`config.mk`:
```
export PLATFORM = sky130hd
export DESIGN_NAME = bus_exchanger
export DESIGN_NICKNAME = d
export VERILOG_FILES = /design/src/exchanger_pkg.sv /design/src/exchanger_log_mem.sv /design/src/exchanger_log_fifo.sv /design/src/bus_exchanger.sv
export SDC_FILE = /design/constraint.sdc
export NUM_CORES = 1
export LEC_CHECK = 0
export BUFFER_PORTS_ARGS = -buffer_cell sky130_fd_sc_hd__buf_2
export CELL_PAD_IN_SITES_DETAIL_PLACEMENT = 0
export CELL_PAD_IN_SITES_GLOBAL_PLACEMENT = 2
export CORE_ASPECT_RATIO = 0.8
export CORE_MARGIN = 5
export CORE_UTILIZATION = 40
export DETAILED_ROUTE_END_ITERATION = 8
export GPL_ROUTABILITY_DRIVEN = 0
export GPL_TIMING_DRIVEN = 0
export PLACE_DENSITY_LB_ADDON = 0.1
export SLEW_MARGIN = 5
export SYNTH_ARGS = -nofsm -noshare
export SYNTH_HDL_FRONTEND = slang
export SYNTH_HIERARCHICAL = 1
export SYNTH_SLANG_ARGS = --single-unit
```
`constraint.sdc`:
```
create_clock -name core_clk -period 4.55 [get_ports core_clk]
set_input_delay 0.91 -clock core_clk [delete_from_list [all_inputs] [get_ports core_clk]]
set_output_delay 0.91 -clock core_clk [all_outputs]
set_load 0.02 [all_outputs]
```
`src/exchanger_pkg.sv`:
```
// Constants shared by the registered bus exchanger, its capture log and its APB slave.
// Assumes a single 200 MHz clock, core_clk, and an APB master with 32-bit data.
package exchanger_pkg;
  localparam int unsigned NARROW_W = 12;
  localparam int unsigned LOG_DEPTH = 32;
  localparam int unsigned LEVEL_W = 6;
  localparam int unsigned APB_AW = 8;

  // Register byte addresses
  localparam logic [APB_AW-1:0] CTRL_ADDR = 8'h00;
  localparam logic [APB_AW-1:0] STATUS_ADDR = 8'h04;
  localparam logic [APB_AW-1:0] LOG_ADDR = 8'h08;

  // Field positions
  localparam int unsigned CTRL_LOG_EN_BIT = 0;
  localparam int unsigned STAT_OVERFLOW_BIT = 0;
  localparam int unsigned STAT_LOG_VALID_BIT = 1;
  localparam int unsigned STAT_NARROW_OE_BIT = 4;
  localparam int unsigned STAT_FIRST_OE_BIT = 5;
  localparam int unsigned STAT_SECOND_OE_BIT = 6;
  localparam int unsigned STAT_LEVEL_LSB = 8;

  localparam logic CTRL_LOG_EN_RESET = 1'b0;
  localparam logic [31:0] ZERO_WORD = 32'h0000_0000;
endpackage

```
`src/exchanger_log_mem.sv`:
```
// Small word memory for the capture log, read data from a register.
// Assumes one write and one read port on the same clock.
`timescale 1ns/1ps
module exchanger_log_mem #(
  parameter int unsigned WIDTH = 12,
  parameter int unsigned DEPTH = 32
) (
  input wire logic core_clk, // Clock
  input wire logic wr_en, // Write strobe
  input wire logic [$clog2(DEPTH)-1:0] wr_addr, // Write address
  input wire logic [WIDTH-1:0] wr_data, // Write data
  input wire logic [$clog2(DEPTH)-1:0] rd_addr, // Read address
  output logic [WIDTH-1:0] rd_data_q // Registered read data
);
  logic [WIDTH-1:0] mem_q [DEPTH];

  always_ff @(posedge core_clk) begin
    if (wr_en) begin
      mem_q[wr_addr] <= wr_data;
    end
  end

  // Write-through so a word pushed into an empty log is seen at once
  always_ff @(posedge core_clk) begin
    if (wr_en && (wr_addr == rd_addr)) begin
      rd_data_q <= wr_data;
    end else begin
      rd_data_q <= mem_q[rd_addr];
    end
  end
endmodule

```
`src/exchanger_log_fifo.sv`:
```
// First-in first-out buffer for captured narrow words, valid and ready on both sides.
// Assumes synchronous active-high reset; read data are valid while out_valid is high.
`timescale 1ns/1ps
module exchanger_log_fifo #(
  parameter int unsigned WIDTH = 12,
  parameter int unsigned DEPTH = 32
) (
  input wire logic core_clk, // Clock
  input wire logic rst, // Synchronous reset
  input wire logic in_valid, // Push request
  output logic in_ready, // Room for a word
  input wire logic [WIDTH-1:0] in_data, // Pushed word
  output logic out_valid, // Word available
  input wire logic out_ready, // Pop request
  output logic [WIDTH-1:0] out_data, // Oldest word
  output logic [$clog2(DEPTH):0] level // Words held
);
  localparam int unsigned PW = $clog2(DEPTH);
  localparam logic [PW:0] FULL_COUNT = (PW+1)'(DEPTH);
  logic [PW-1:0] wr_ptr_q;
  logic [PW-1:0] rd_ptr_q;
  logic [PW:0] count_q;
  logic push;
  logic pop;

  assign in_ready = (count_q != FULL_COUNT);
  assign out_valid = (count_q != '0);
  assign push = in_valid && in_ready;
  assign pop = out_valid && out_ready;
  assign level = count_q;

  always_ff @(posedge core_clk) begin
    if (rst) begin
      wr_ptr_q <= '0;
      rd_ptr_q <= '0;
      count_q <= '0;
    end else begin
      if (push) begin
        wr_ptr_q <= wr_ptr_q + 1'b1;
      end
      if (pop) begin
        rd_ptr_q <= rd_ptr_q + 1'b1;
      end
      if (push && !pop) begin
        count_q <= count_q + 1'b1;
      end else if (pop && !push) begin
        count_q <= count_q - 1'b1;
      end
    end
  end

  // Read address runs one ahead on a pop so the registered data keep up
  exchanger_log_mem #(.WIDTH(WIDTH), .DEPTH(DEPTH)) u_mem (
    .core_clk(core_clk),
    .wr_en(push),
    .wr_addr(wr_ptr_q),
    .wr_data(in_data),
    .rd_addr(pop ? rd_ptr_q + 1'b1 : rd_ptr_q),
    .rd_data_q(out_data)
  );
endmodule

```
`src/bus_exchanger.sv`:
```
// Registered 12-bit to 24-bit bus exchanger with three-state pins and an APB capture log.
// Assumes pins synchronous to core_clk; a testbench resolves pins from the enables.
//
// Local design decisions: the register offsets and register access over APB.
`timescale 1ns/1ps
module bus_exchanger (
  input wire logic core_clk, // 200 MHz clock
  input wire logic rst, // Synchronous reset, drive enables and bus side
  input wire logic [exchanger_pkg::NARROW_W-1:0] narrow_in, // Narrow pin level
  output logic [exchanger_pkg::NARROW_W-1:0] narrow_out, // Narrow pin drive value
  output logic narrow_oe, // Narrow pin driven
  input wire logic [exchanger_pkg::NARROW_W-1:0] first_wide_half_in, // First half pin level
  output logic [exchanger_pkg::NARROW_W-1:0] first_wide_half_out, // First half drive value
  output logic first_wide_half_oe, // First half driven
  input wire logic [exchanger_pkg::NARROW_W-1:0] second_wide_half_in, // Second half level
  output logic [exchanger_pkg::NARROW_W-1:0] second_wide_half_out, // Second half value
  output logic second_wide_half_oe, // Second half driven
  input wire logic first_half_load_enable_n, // Load first half, low
  input wire logic second_half_load_enable_n, // Load second half, low
  input wire logic half_select_n, // High picks first half
  input wire logic narrow_port_drive_enable_n, // Narrow drive, low
  input wire logic first_half_drive_enable_n, // First half drive, low
  input wire logic second_half_drive_enable_n, // Second half drive, low
  input wire logic psel, // APB select
  input wire logic penable, // APB enable
  input wire logic pwrite, // APB direction
  input wire logic [exchanger_pkg::APB_AW-1:0] paddr, // APB address
  input wire logic [31:0] pwdata, // APB write data
  output logic [31:0] prdata, // APB read data
  output logic pready, // APB ready
  output logic pslverr // APB error
);
  localparam int unsigned W = exchanger_pkg::NARROW_W;
  localparam int unsigned LW = exchanger_pkg::LEVEL_W;

  logic [W-1:0] first_half_q;
  logic [W-1:0] second_half_q;
  logic [W-1:0] narrow_q;
  logic [W-1:0] narrow_d;
  logic narrow_oe_q;
  logic first_oe_q;
  logic second_oe_q;
  logic log_en_q;
  logic overflow_q;
  logic pready_q;
  logic pslverr_q;
  logic [31:0] prdata_q;
  logic log_ready;
  logic log_valid;
  logic [W-1:0] log_data;
  logic [LW-1:0] log_level;
  logic bus_access;
  logic bus_done;
  logic addr_hit;
  logic log_pop;
  logic [31:0] status_word;

  //////////////////////////////////////////////////////////////////////////////
  // Pin side. Data registers carry no reset on purpose.

  always_ff @(posedge core_clk) begin
    if (!first_half_load_enable_n) begin
      first_half_q <= narrow_in;
    end
  end

  always_ff @(posedge core_clk) begin
    if (!second_half_load_enable_n) begin
      second_half_q <= narrow_in;
    end
  end

  // Single wide-to-narrow register, loaded on every edge
  assign narrow_d = half_select_n ? first_wide_half_in : second_wide_half_in;

  always_ff @(posedge core_clk) begin
    narrow_q <= narrow_d;
  end

  // Drive state comes up floating under reset, then follows the sampled enables
  always_ff @(posedge core_clk) begin
    if (rst) begin
      narrow_oe_q <= 1'b0;
      first_oe_q <= 1'b0;
      second_oe_q <= 1'b0;
    end else begin
      narrow_oe_q <= !narrow_port_drive_enable_n;
      first_oe_q <= !first_half_drive_enable_n;
      second_oe_q <= !second_half_drive_enable_n;
    end
  end

  assign narrow_out = narrow_q;
  assign narrow_oe = narrow_oe_q;
  assign first_wide_half_out = first_half_q;
  assign first_wide_half_oe = first_oe_q;
  assign second_wide_half_out = second_half_q;
  assign second_wide_half_oe = second_oe_q;

  //////////////////////////////////////////////////////////////////////////////
  // Capture log. A full log drops the word and raises overflow; the pins never stall.

  exchanger_log_fifo #(.WIDTH(W), .DEPTH(exchanger_pkg::LOG_DEPTH)) u_log (
    .core_clk(core_clk),
    .rst(rst),
    .in_valid(log_en_q),
    .in_ready(log_ready),
    .in_data(narrow_d),
    .out_valid(log_valid),
    .out_ready(log_pop),
    .out_data(log_data),
    .level(log_level)
  );

  //////////////////////////////////////////////////////////////////////////////
  // APB slave, one wait state on every access

  assign bus_access = psel && penable && !pready_q;
  assign bus_done = psel && penable && pready_q;
  assign addr_hit = (paddr == exchanger_pkg::CTRL_ADDR) ||
                    (paddr == exchanger_pkg::STATUS_ADDR) ||
                    (paddr == exchanger_pkg::LOG_ADDR);
  assign log_pop = bus_done && !pwrite && (paddr == exchanger_pkg::LOG_ADDR) && log_valid;

  always_comb begin
    status_word = exchanger_pkg::ZERO_WORD;
    status_word[exchanger_pkg::STAT_OVERFLOW_BIT] = overflow_q;
    status_word[exchanger_pkg::STAT_LOG_VALID_BIT] = log_valid;
    status_word[exchanger_pkg::STAT_NARROW_OE_BIT] = narrow_oe_q;
    status_word[exchanger_pkg::STAT_FIRST_OE_BIT] = first_oe_q;
    status_word[exchanger_pkg::STAT_SECOND_OE_BIT] = second_oe_q;
    status_word[exchanger_pkg::STAT_LEVEL_LSB +: LW] = log_level;
  end

  always_ff @(posedge core_clk) begin
    if (rst) begin
      pready_q <= 1'b0;
      pslverr_q <= 1'b0;
      prdata_q <= exchanger_pkg::ZERO_WORD;
    end else begin
      pready_q <= bus_access;
      pslverr_q <= bus_access && !addr_hit;
      prdata_q <= exchanger_pkg::ZERO_WORD;
      if (bus_access && !pwrite) begin
        case (paddr)
          exchanger_pkg::CTRL_ADDR: begin
            prdata_q[exchanger_pkg::CTRL_LOG_EN_BIT] <= log_en_q;
          end
          exchanger_pkg::STATUS_ADDR: begin
            prdata_q <= status_word;
          end
          exchanger_pkg::LOG_ADDR: begin
            prdata_q[W-1:0] <= log_valid ? log_data : '0;
          end
          default: begin
            prdata_q <= exchanger_pkg::ZERO_WORD;
          end
        endcase
      end
    end
  end

  always_ff @(posedge core_clk) begin
    if (rst) begin
      log_en_q <= exchanger_pkg::CTRL_LOG_EN_RESET;
    end else if (bus_done && pwrite && (paddr == exchanger_pkg::CTRL_ADDR)) begin
      log_en_q <= pwdata[exchanger_pkg::CTRL_LOG_EN_BIT];
    end
  end

  // A lost word in the clearing cycle keeps the flag set
  always_ff @(posedge core_clk) begin
    if (rst) begin
      overflow_q <= 1'b0;
    end else if (log_en_q && !log_ready) begin
      overflow_q <= 1'b1;
    end else if (bus_done && pwrite && (paddr == exchanger_pkg::STATUS_ADDR) &&
                 pwdata[exchanger_pkg::STAT_OVERFLOW_BIT]) begin
      overflow_q <= 1'b0;
    end
  end

  assign prdata = prdata_q;
  assign pready = pready_q;
  assign pslverr = pslverr_q;

  //////////////////////////////////////////////////////////////////////////////
  // Checks

  chk_first_load: assert property (@(posedge core_clk) disable iff (rst)
    !first_half_load_enable_n |=> first_wide_half_out == $past(narrow_in))
    else $error("first half missed its load");

  chk_second_load: assert property (@(posedge core_clk) disable iff (rst)
    !second_half_load_enable_n |=> second_wide_half_out == $past(narrow_in))
    else $error("second half missed its load");

  chk_halves_hold: assert property (@(posedge core_clk) disable iff (rst)
    first_half_load_enable_n && second_half_load_enable_n |=>
      $stable(first_wide_half_out) && $stable(second_wide_half_out))
    else $error("wide half changed without a load");

  chk_select_first: assert property (@(posedge core_clk) disable iff (rst)
    half_select_n |=> narrow_out == $past(first_wide_half_in))
    else $error("narrow register did not take first half");

  chk_select_second: assert property (@(posedge core_clk) disable iff (rst)
    !half_select_n |=> narrow_out == $past(second_wide_half_in))
    else $error("narrow register did not take second half");

  chk_narrow_drive: assert property (@(posedge core_clk) disable iff (rst)
    ##1 narrow_oe == !$past(narrow_port_drive_enable_n))
    else $error("narrow drive does not follow its enable");

  chk_half_drive: assert property (@(posedge core_clk) disable iff (rst)
    ##1 (first_wide_half_oe == !$past(first_half_drive_enable_n)) &&
        (second_wide_half_oe == !$past(second_half_drive_enable_n)))
    else $error("wide drive does not follow its enable");

  chk_reset_float: assert property (@(posedge core_clk)
    rst |=> !narrow_oe && !first_wide_half_oe && !second_wide_half_oe)
    else $error("a pin drives right after reset");

  chk_bus_answer: assert property (@(posedge core_clk) disable iff (rst)
    psel && !penable ##1 psel && penable |-> !pready ##1 pready)
    else $error("APB answer not after one wait state");

  chk_first_hold: assert property (@(posedge core_clk) disable iff (rst)
    first_half_load_enable_n |=> $stable(first_wide_half_out))
    else $error("first half changed without its load");

  chk_second_hold: assert property (@(posedge core_clk) disable iff (rst)
    second_half_load_enable_n |=> $stable(second_wide_half_out))
    else $error("second half changed without its load");

  chk_overflow_set: assert property (@(posedge core_clk) disable iff (rst)
    log_en_q && !log_ready |=> overflow_q)
    else $error("dropped log word did not raise overflow");

  chk_overflow_sticky: assert property (@(posedge core_clk) disable iff (rst)
    overflow_q && !(bus_done && pwrite && (paddr == exchanger_pkg::STATUS_ADDR)) |=>
      overflow_q)
    else $error("overflow cleared without a status write");

  chk_overflow_clear: assert property (@(posedge core_clk) disable iff (rst)
    bus_done && pwrite && (paddr == exchanger_pkg::STATUS_ADDR) &&
      pwdata[exchanger_pkg::STAT_OVERFLOW_BIT] && !(log_en_q && !log_ready) |=> !overflow_q)
    else $error("overflow not cleared by its write");

  chk_unmapped_error: assert property (@(posedge core_clk) disable iff (rst)
    bus_access && !addr_hit |=> pready && pslverr)
    else $error("unmapped access not answered with an error");

  chk_mapped_quiet: assert property (@(posedge core_clk) disable iff (rst)
    bus_access && addr_hit |=> pready && !pslverr)
    else $error("mapped access answered with an error");

  chk_error_with_ready: assert property (@(posedge core_clk) disable iff (rst)
    pslverr |-> pready)
    else $error("error shown without ready");

  chk_ready_pulse: assert property (@(posedge core_clk) disable iff (rst)
    pready |=> !pready)
    else $error("ready stood longer than one cycle");

  chk_log_read_data: assert property (@(posedge core_clk) disable iff (rst)
    bus_access && !pwrite && (paddr == exchanger_pkg::LOG_ADDR) && log_valid |=>
      prdata == 32'($past(log_data)))
    else $error("log read did not return the oldest word");

  chk_empty_log_read: assert property (@(posedge core_clk) disable iff (rst)
    bus_access && !pwrite && (paddr == exchanger_pkg::LOG_ADDR) && !log_valid |=>
      prdata == exchanger_pkg::ZERO_WORD)
    else $error("empty log read not zero");

  chk_write_reads_zero: assert property (@(posedge core_clk) disable iff (rst)
    bus_access && pwrite |=> prdata == exchanger_pkg::ZERO_WORD)
    else $error("read data not zero on a write");

  chk_ctrl_write: assert property (@(posedge core_clk) disable iff (rst)
    bus_done && pwrite && (paddr == exchanger_pkg::CTRL_ADDR) |=>
      log_en_q == $past(pwdata[exchanger_pkg::CTRL_LOG_EN_BIT]))
    else $error("log enable did not take the written bit");

  chk_ctrl_read: assert property (@(posedge core_clk) disable iff (rst)
    bus_access && !pwrite && (paddr == exchanger_pkg::CTRL_ADDR) |=>
      prdata[exchanger_pkg::CTRL_LOG_EN_BIT] == $past(log_en_q))
    else $error("control read does not show log enable");

  chk_status_read: assert property (@(posedge core_clk) disable iff (rst)
    bus_access && !pwrite && (paddr == exchanger_pkg::STATUS_ADDR) |=>
      prdata == $past(status_word))
    else $error("status read does not match the flags");

  chk_log_full: assert property (@(posedge core_clk) disable iff (rst)
    log_ready != (log_level == exchanger_pkg::LOG_DEPTH))
    else $error("log room does not match its level");

  chk_log_push: assert property (@(posedge core_clk) disable iff (rst)
    log_en_q && log_ready && !log_pop |=>
      log_level == $past(log_level) + 1'b1)
    else $error("log level did not grow on a push");

  chk_log_pop: assert property (@(posedge core_clk) disable iff (rst)
    log_pop && !(log_en_q && log_ready) |=>
      log_level == $past(log_level) - 1'b1)
    else $error("log level did not shrink on a pop");

  chk_reset_bus: assert property (@(posedge core_clk)
    rst |=> !pready && !pslverr && !log_valid && !log_en_q && !overflow_q)
    else $error("bus side not quiet after reset");
endmodule

```
# Word level (Yosys, flattened, before mapping)
# Memory sizes are Yosys's and may differ from the RTL's. A register that Yosys moved wholly into a read port is not among the register bits.
# Cells that the tools add are included.
[word_totals]
regBits = 91
mem_bits_rw = 384
in_bits = 87
elab_cells = 70
mem_count = 1
[classes]
add_sub_neg = 4
n_eq_ne = 3
muxes = 11
bitwise = 2
n_reduce_logical = 34
[mem_list]
columns = ["name", "words", "width", "read_ports", "rd_clocked_by_memory_dff", "wr", "line", "text"]
rows = [
  ["u_log.u_mem.mem_q", 32, 12, 1, 1, 1, "exchanger_log_mem.sv:15", "logic [WIDTH-1:0] mem_q [DEPTH];"],
]
[op_table]
columns = ["op", "n"]
rows = [
  ["$mux W12", 2],
  ["$pmux W11 S2", 1],
  ["$logic_and A1 B1 Y1", 17],
  ["$mux W6", 2],
  ["$add A5 B1 Y5 const B", 2],
  ["$logic_not A1 Y1", 9],
  ["$eq A8 B3 Y1 const B", 1],
  ["$eq A8 B4 Y1 const B", 1],
  ["$logic_not A8 Y1", 1],
  ["$add A6 B1 Y6 const B", 1],
  ["$ne A6 B6 Y1 const B", 1],
  ["$reduce_bool A6 Y1", 1],
  ["$sub A6 B1 Y6 const B", 1],
  ["$mux W5", 1],
  ["$mux W1", 4],
  ["$reduce_bool A2 Y1", 2],
  ["$pmux W1 S3", 1],
  ["$reduce_or A3 Y1", 1],
  ["$logic_or A1 B1 Y1", 2],
  ["$not A1 Y1", 2],
  ["$reduce_or A2 Y1", 1],
]

# Depth between registers and ports, before layout
[logic_depth]
ltp_word = 9
ltp_mapped = 15

# Cells and area by module
# The synthesis kept the hierarchy.
[modules_own_cells]
columns = ["module", "instances", "cells_each", "area_each_um2", "seq_area_each_um2"]
rows = [
  ["exchanger_log_mem", 1, 861, 15328.5, 11631.2],
  ["bus_exchanger", 1, 148, 2018.2, 1381.3],
  ["exchanger_log_fifo", 1, 95, 872.1, 320.3],
]

# Worst setup path before layout
# OpenSTA, ideal clock, no wires.
[synth_timing]
path_kind = "input to register"
start = "input port paddr[5] (netlist bit)"
end = "register u_log.count_q[5] (netlist: u_log/level[5])"
arrival_time_ns = 3.440
required_ns = 4.433
path_slack_ns = 0.993
cell_stages = 13
n_path_buf = 0
path_cell_list = "or4_4 > nor3_1 > and2_1 > inv_1 > a31o_2 > ha_1 > inv_1 > ha_1 > a21o_1 > a21oi_1 > o22a_1 > nand3_1 > nor3b_1"
[synth_between]
elab_chain_cells = 7
elab_cells_between_ends = 9
classes_between = "1 x eq/ne; 1 x mux; 7 x reduce/logical"
[synth_rtl]
columns = ["item", "line", "text"]
rows = [
  ["start: declaration", "bus_exchanger.sv:27", "input wire logic [exchanger_pkg::APB_AW-1:0] paddr,"],
  ["$eq A8 B4 Y1 (*)", "bus_exchanger.sv:123", "assign log_pop = bus_done && !pwrite && (paddr == exchanger_pkg::LOG_ADDR) && log_valid;"],
  ["$logic_and A1 B1 Y1 (*) (2 in series)", "bus_exchanger.sv:123", ""],
  ["via log_pop", "bus_exchanger.sv:55", "logic log_pop;"],
  ["$logic_and A1 B1 Y1 (*)", "exchanger_log_fifo.sv:29", "assign pop = out_valid && out_ready;"],
  ["$logic_not A1 Y1", "exchanger_log_fifo.sv:44", "if (push && !pop) begin"],
  ["$logic_and A1 B1 Y1", "exchanger_log_fifo.sv:44", ""],
  ["$mux W6 / $reduce_bool A2 Y1 (equally long branches)", "n/a", ""],
  ["end signal: assignment", "exchanger_log_fifo.sv:45", "count_q <= count_q + 1'b1;"],
  ["end signal: assignment", "exchanger_log_fifo.sv:47", "count_q <= count_q - 1'b1;"],
  ["end: declaration", "exchanger_log_fifo.sv:22", "logic [PW:0] count_q;"],
]
# Mark *: on every way through the listed nets, which the timed path passes. The rest lies on a longest branch.
# A chain may end at the register's enable or synchronous reset.

# Final worst setup path
[layout_timing]
start = "register u_log.count_q[0] (netlist: u_log/level[0])"
end = "register u_log.count_q[5] (netlist: u_log/level[5])"
[layout_between]
elab_chain_cells = 6
elab_cells_between_ends = 14
classes_between = "2 x add/sub; 1 x eq/ne; 2 x mux; 9 x reduce/logical"
[layout_rtl]
columns = ["item", "line", "text"]
rows = [
  ["$reduce_bool A6 Y1 (*)", "exchanger_log_fifo.sv:27", "assign out_valid = (count_q != '0);"],
  ["via log_valid", "bus_exchanger.sv:49", "logic log_valid;"],
  ["$logic_and A1 B1 Y1 (*)", "bus_exchanger.sv:123", ""],
  ["via log_pop", "bus_exchanger.sv:55", ""],
  ["$logic_and A1 B1 Y1 (*)", "exchanger_log_fifo.sv:29", ""],
  ["$logic_not A1 Y1", "exchanger_log_fifo.sv:44", ""],
  ["$logic_and A1 B1 Y1", "exchanger_log_fifo.sv:44", ""],
  ["$mux W6 / $reduce_bool A2 Y1 (equally long branches)", "n/a", ""],
]
# Mark *: on every way through the listed nets, which the timed path passes. The rest lies on a longest branch. The select of a mux whose other input is x is not followed.

==> flow_summary_export.csv <==
group,metric,value,unit
worst_setup_path,timing.rr.start,"u_log/level[0]$_SDFFE_PP0P_",
floorplan,ios,160,
sta,fmax,267,MHz
pwr,p_switching,1.80,mW
hold_path,hp-start,"first_half_drive_enable_n",
sta,setup_viol,0,
worst_setup_path,r2r_cells,15,
global_routing,grt_pass1_wl,65.8,mm
worst_setup_path,r2r_end,"u_log/level[5]$_SDFFE_PP0P_",
hold_path,hold_path_end,"first_wide_half_oe$_SDFF_PP0_",
clocking,cts_buffer_depth,3,
cells_and_area,num_antenna_cells,0,
sta,rsz0062_at_grt,"no",
floorplan,initial_core_util,40.2,%
sta,tightest_slew,1.28,ns
drt,wl_per_cell,23.6,um
worst_setup_path,path_delay_family,"simple AND/OR/NAND/NOR gates",
placement,portBuffers,110,
run,maxCapViolCount,0,
yosys,synth_seq_cells,462,
clocking,clock_latency,0.59,ns
pwr,sw_frac_of_total,20.9,%
worst_setup_path,cp-start-kind,"register",
worst_setup_path,crit_slowest_cell,"dfxtp_1",
sta,skew,0.0159,ns
sta,fin_crit,3.75,ns
sta,hold_violations,0,
drt,wirelength,45.5,mm
clocking,htree_num_levels,2,
sta,finalSetupTns,0,ns
yosys,async_reset_ff_share,0,%
drt,drc,0,
cells_and_area,final_cell_mix,"edfxtp_1, mux2i_1, buf_2",
cells_and_area,layout_commonest_cell,"edfxtp_1",
pwr,clkPwrFrac,43.0,%
yosys,synth_flop_cell,"edfxtp_1",
worst_setup_path,crit_top_cell,"inv_1",
global_routing,antenna_found_initial,0,
cells_and_area,drive_above_1_share,19.6,%
yosys,synth_edf_count,408,
drt,ant_nets,0,
cells_and_area,fin_util,46.5,%
drt,dr_total_vias,9936,
worst_setup_path,crit_chain,"inv_1 > nand3_1 > nor4bb_1 > clkbuf_1 > and2_1 > inv_1 > a31o_2 > ha_1 > inv_1 > ha_1 > a21o_1 > a21oi_1 > o22a_1 > nand3_1 > nor3b_1",
pwr,powerDensity,409,nW/um^2
worst_setup_path,cp_max_fo,10,
cells_and_area,fin_nets,1376,
sta,post-route-period-util,82.3,%
pwr,power.leakage,6.85,nW
worst_setup_path,ff2ff_setup_slack,0.80,ns
worst_setup_path,path_class,"reg -> reg",
yosys,ys_seq_area_share,73.2,%
clocking,cts-root-buf,"clkbuf_16",
floorplan,die_h,201,um
placement,place_ws,0.347,ns
floorplan,die_w,249,um
sta,slew_viol_final,0,
yosys,syn-mean-instance-area,16.5,sq um
sta,relSlewSlack,14.4,%
yosys,synth_area,18200,sq um
clocking,clk_pin_slew,0.06,ns
clocking,clkSinkCount,462,
clocking,cts_tree,"done",
global_routing,grt_pass1_vias,9770,
clocking,cts_setup_buffers,0,
hold_path,holdCritPathClass,"in -> reg",
drt,first_pass_iters,4,
clocking,numCtsBuffers,48,
hold_path,hold-path-cell-count,2,
sta,fin_ws,0.803,ns
worst_setup_path,arrival,4.21,ns
worst_setup_path,end_kind,"register",
pwr,p_seq_share,54.2,%
pwr,ir_drop,322,uV
floorplan,row_count,70,
global_routing,grt_max_degree,34,
yosys,yosys_warnings,6,
worst_setup_path,cp.required,5.01,ns
global_routing,grtUsageTotal,17.8,%
worst_setup_path,cp_num_buf_inv,4,
floorplan,core_area,45400,sq um
clocking,cts-resized-gates,0,
yosys,synth_cell_type_count,50,
placement,hpwlAfterDp,30.3,mm
sta,whs,0.471,ns
drt,drt_iter0_drc,625,
floorplan,die_area,49900,sq um
drt,via_per_inst,5.14,
cells_and_area,syn_to_final_growth,15.8,%
worst_setup_path,max_stage_delay,0.46,ns
pwr,power.share.combinational,2.8,%
yosys,syn_inst,1104,
status,status,"finished, final reports clean",
global_routing,overflow,0,
clocking,cts_hold_buf,0,
placement,dp_cells,1843,
cells_and_area,stdcell_count,1932,
pwr,power.internal,6.83,mW
[through the flow]
step / total power, mW / area (sq um)
finish: 8.63 / 21100
global route: 8.96 / 21100
CTS: 8.75 / 21100
detailed placement: 5.01 / 19600
global placement: 5.01 / 19600
floorplan: 4.89 / 18300
[area by class of cell]
class | instances | area (sq um)
clock buffer | 63 | 1280
timing repair buffer | 110 | 551
clock inverter | 26 | 213
multi-input combinational | 579 | 4350
sequential | 462 | 13300
tap | 612 | 766
buffer | 71 | 571
fill | 4048 | 24300
inverter | 9 | 33.8
[worst max path at each step]
stage | startpoint | endpoint | slack [ns] | cells after the start
CTS | u_log/level[0]$_SDFFE_PP0P_ | u_log/level[5]$_SDFFE_PP0P_ | 0.79 | 15
finish | u_log/level[0]$_SDFFE_PP0P_ | u_log/level[5]$_SDFFE_PP0P_ | 0.80 | 15
floorplan | paddr[5] | u_log/level[5]$_SDFFE_PP0P_ | 0.99 | 13
global placement | paddr[5] | u_log/level[5]$_SDFFE_PP0P_ | 0.31 | 14
detailed placement | paddr[5] | u_log/level[5]$_SDFFE_PP0P_ | 0.35 | 14
global route | u_log/level[0]$_SDFFE_PP0P_ | u_log/level[5]$_SDFFE_PP0P_ | 0.38 | 15
[metal layers]
metal	up-vias	track usage, %	routed length, um	share of wire [%]
met5	-	0	0	0
met4	0	4.65	904	2.0
met3	62	3.21	2240	4.9
met2	243	26.7	20200	44
met1	5005	26.9	22200	49
li1	4626	-	-	-
[cell usage after synthesis, drive strengths merged (3+ instances only)]
| library cell | number | share of area, % |
|---|---|---|
| a31oi | 14 | 0.48 |
| mux2i | 197 | 11 |
| or3 | 3 | 0.10 |
| nor2 | 59 | 1.2 |
| nor3 | 15 | 0.41 |
| a22o | 24 | 1.2 |
| buf | 58 | 2.9 |
| mux2 | 13 | 0.80 |
| edfxtp | 408 | 67 |
| nand2b | 5 | 0.17 |
| nor4 | 3 | 0.19 |
| or3b | 3 | 0.14 |
| and3 | 5 | 0.17 |
| dfxtp | 54 | 5.9 |
| nand3 | 34 | 0.93 |
| a21o | 4 | 0.16 |
| ha | 7 | 0.48 |
| xor2 | 4 | 0.19 |
| nand3b | 5 | 0.21 |
| nor2b | 8 | 0.27 |
| nand4 | 13 | 0.45 |
| inv | 9 | 0.19 |
| clkbuf | 13 | 0.27 |
| a21oi | 31 | 0.85 |
| a22oi | 55 | 2.3 |
| xnor2 | 7 | 0.34 |
| nand2 | 31 | 0.64 |
[cells by family after synthesis]
group | after synthesis | share of synthesized area [%]
DFF | 462 | 73.2
xor gates and xnor gates | 11 | 0.529
other | 1 | 0.0206
and+or+nand+nor | 197 | 5.54
muxes | 210 | 11.6
buffers and inverters | 80 | 3.32
AOI/OAI and AO/OA | 135 | 5.20
adders and majority gates | 8 | 0.591
[power by group through the flow]
| stage | Clock [mW] | Combinational (mW) | Sequential (mW) |
|---|---|---|---|
| 2_1_floorplan | 0 | 0.0853 | 4.80 |
| 3_3_place_gp | 0 | 0.244 | 4.76 |
| 3_5_place_dp | 0 | 0.248 | 4.76 |
| 4_1_cts | 3.83 | 0.248 | 4.67 |
| 5_1_grt | 4.02 | 0.263 | 4.67 |
| 6_report | 3.71 | 0.242 | 4.67 |
[registers in the layout, indices dropped and copies added (netlist names), 5 cells and up, named ones only]
register	cells
u_log/u_mem/mem_q	384
prdata	14
first_wide_half_out	12
narrow_out	12
second_wide_half_out	12
u_log/level	6
u_log/rd_ptr_q	5
u_log/wr_ptr_q	5
Note: power is estimated with default switching activity, not from simulation.
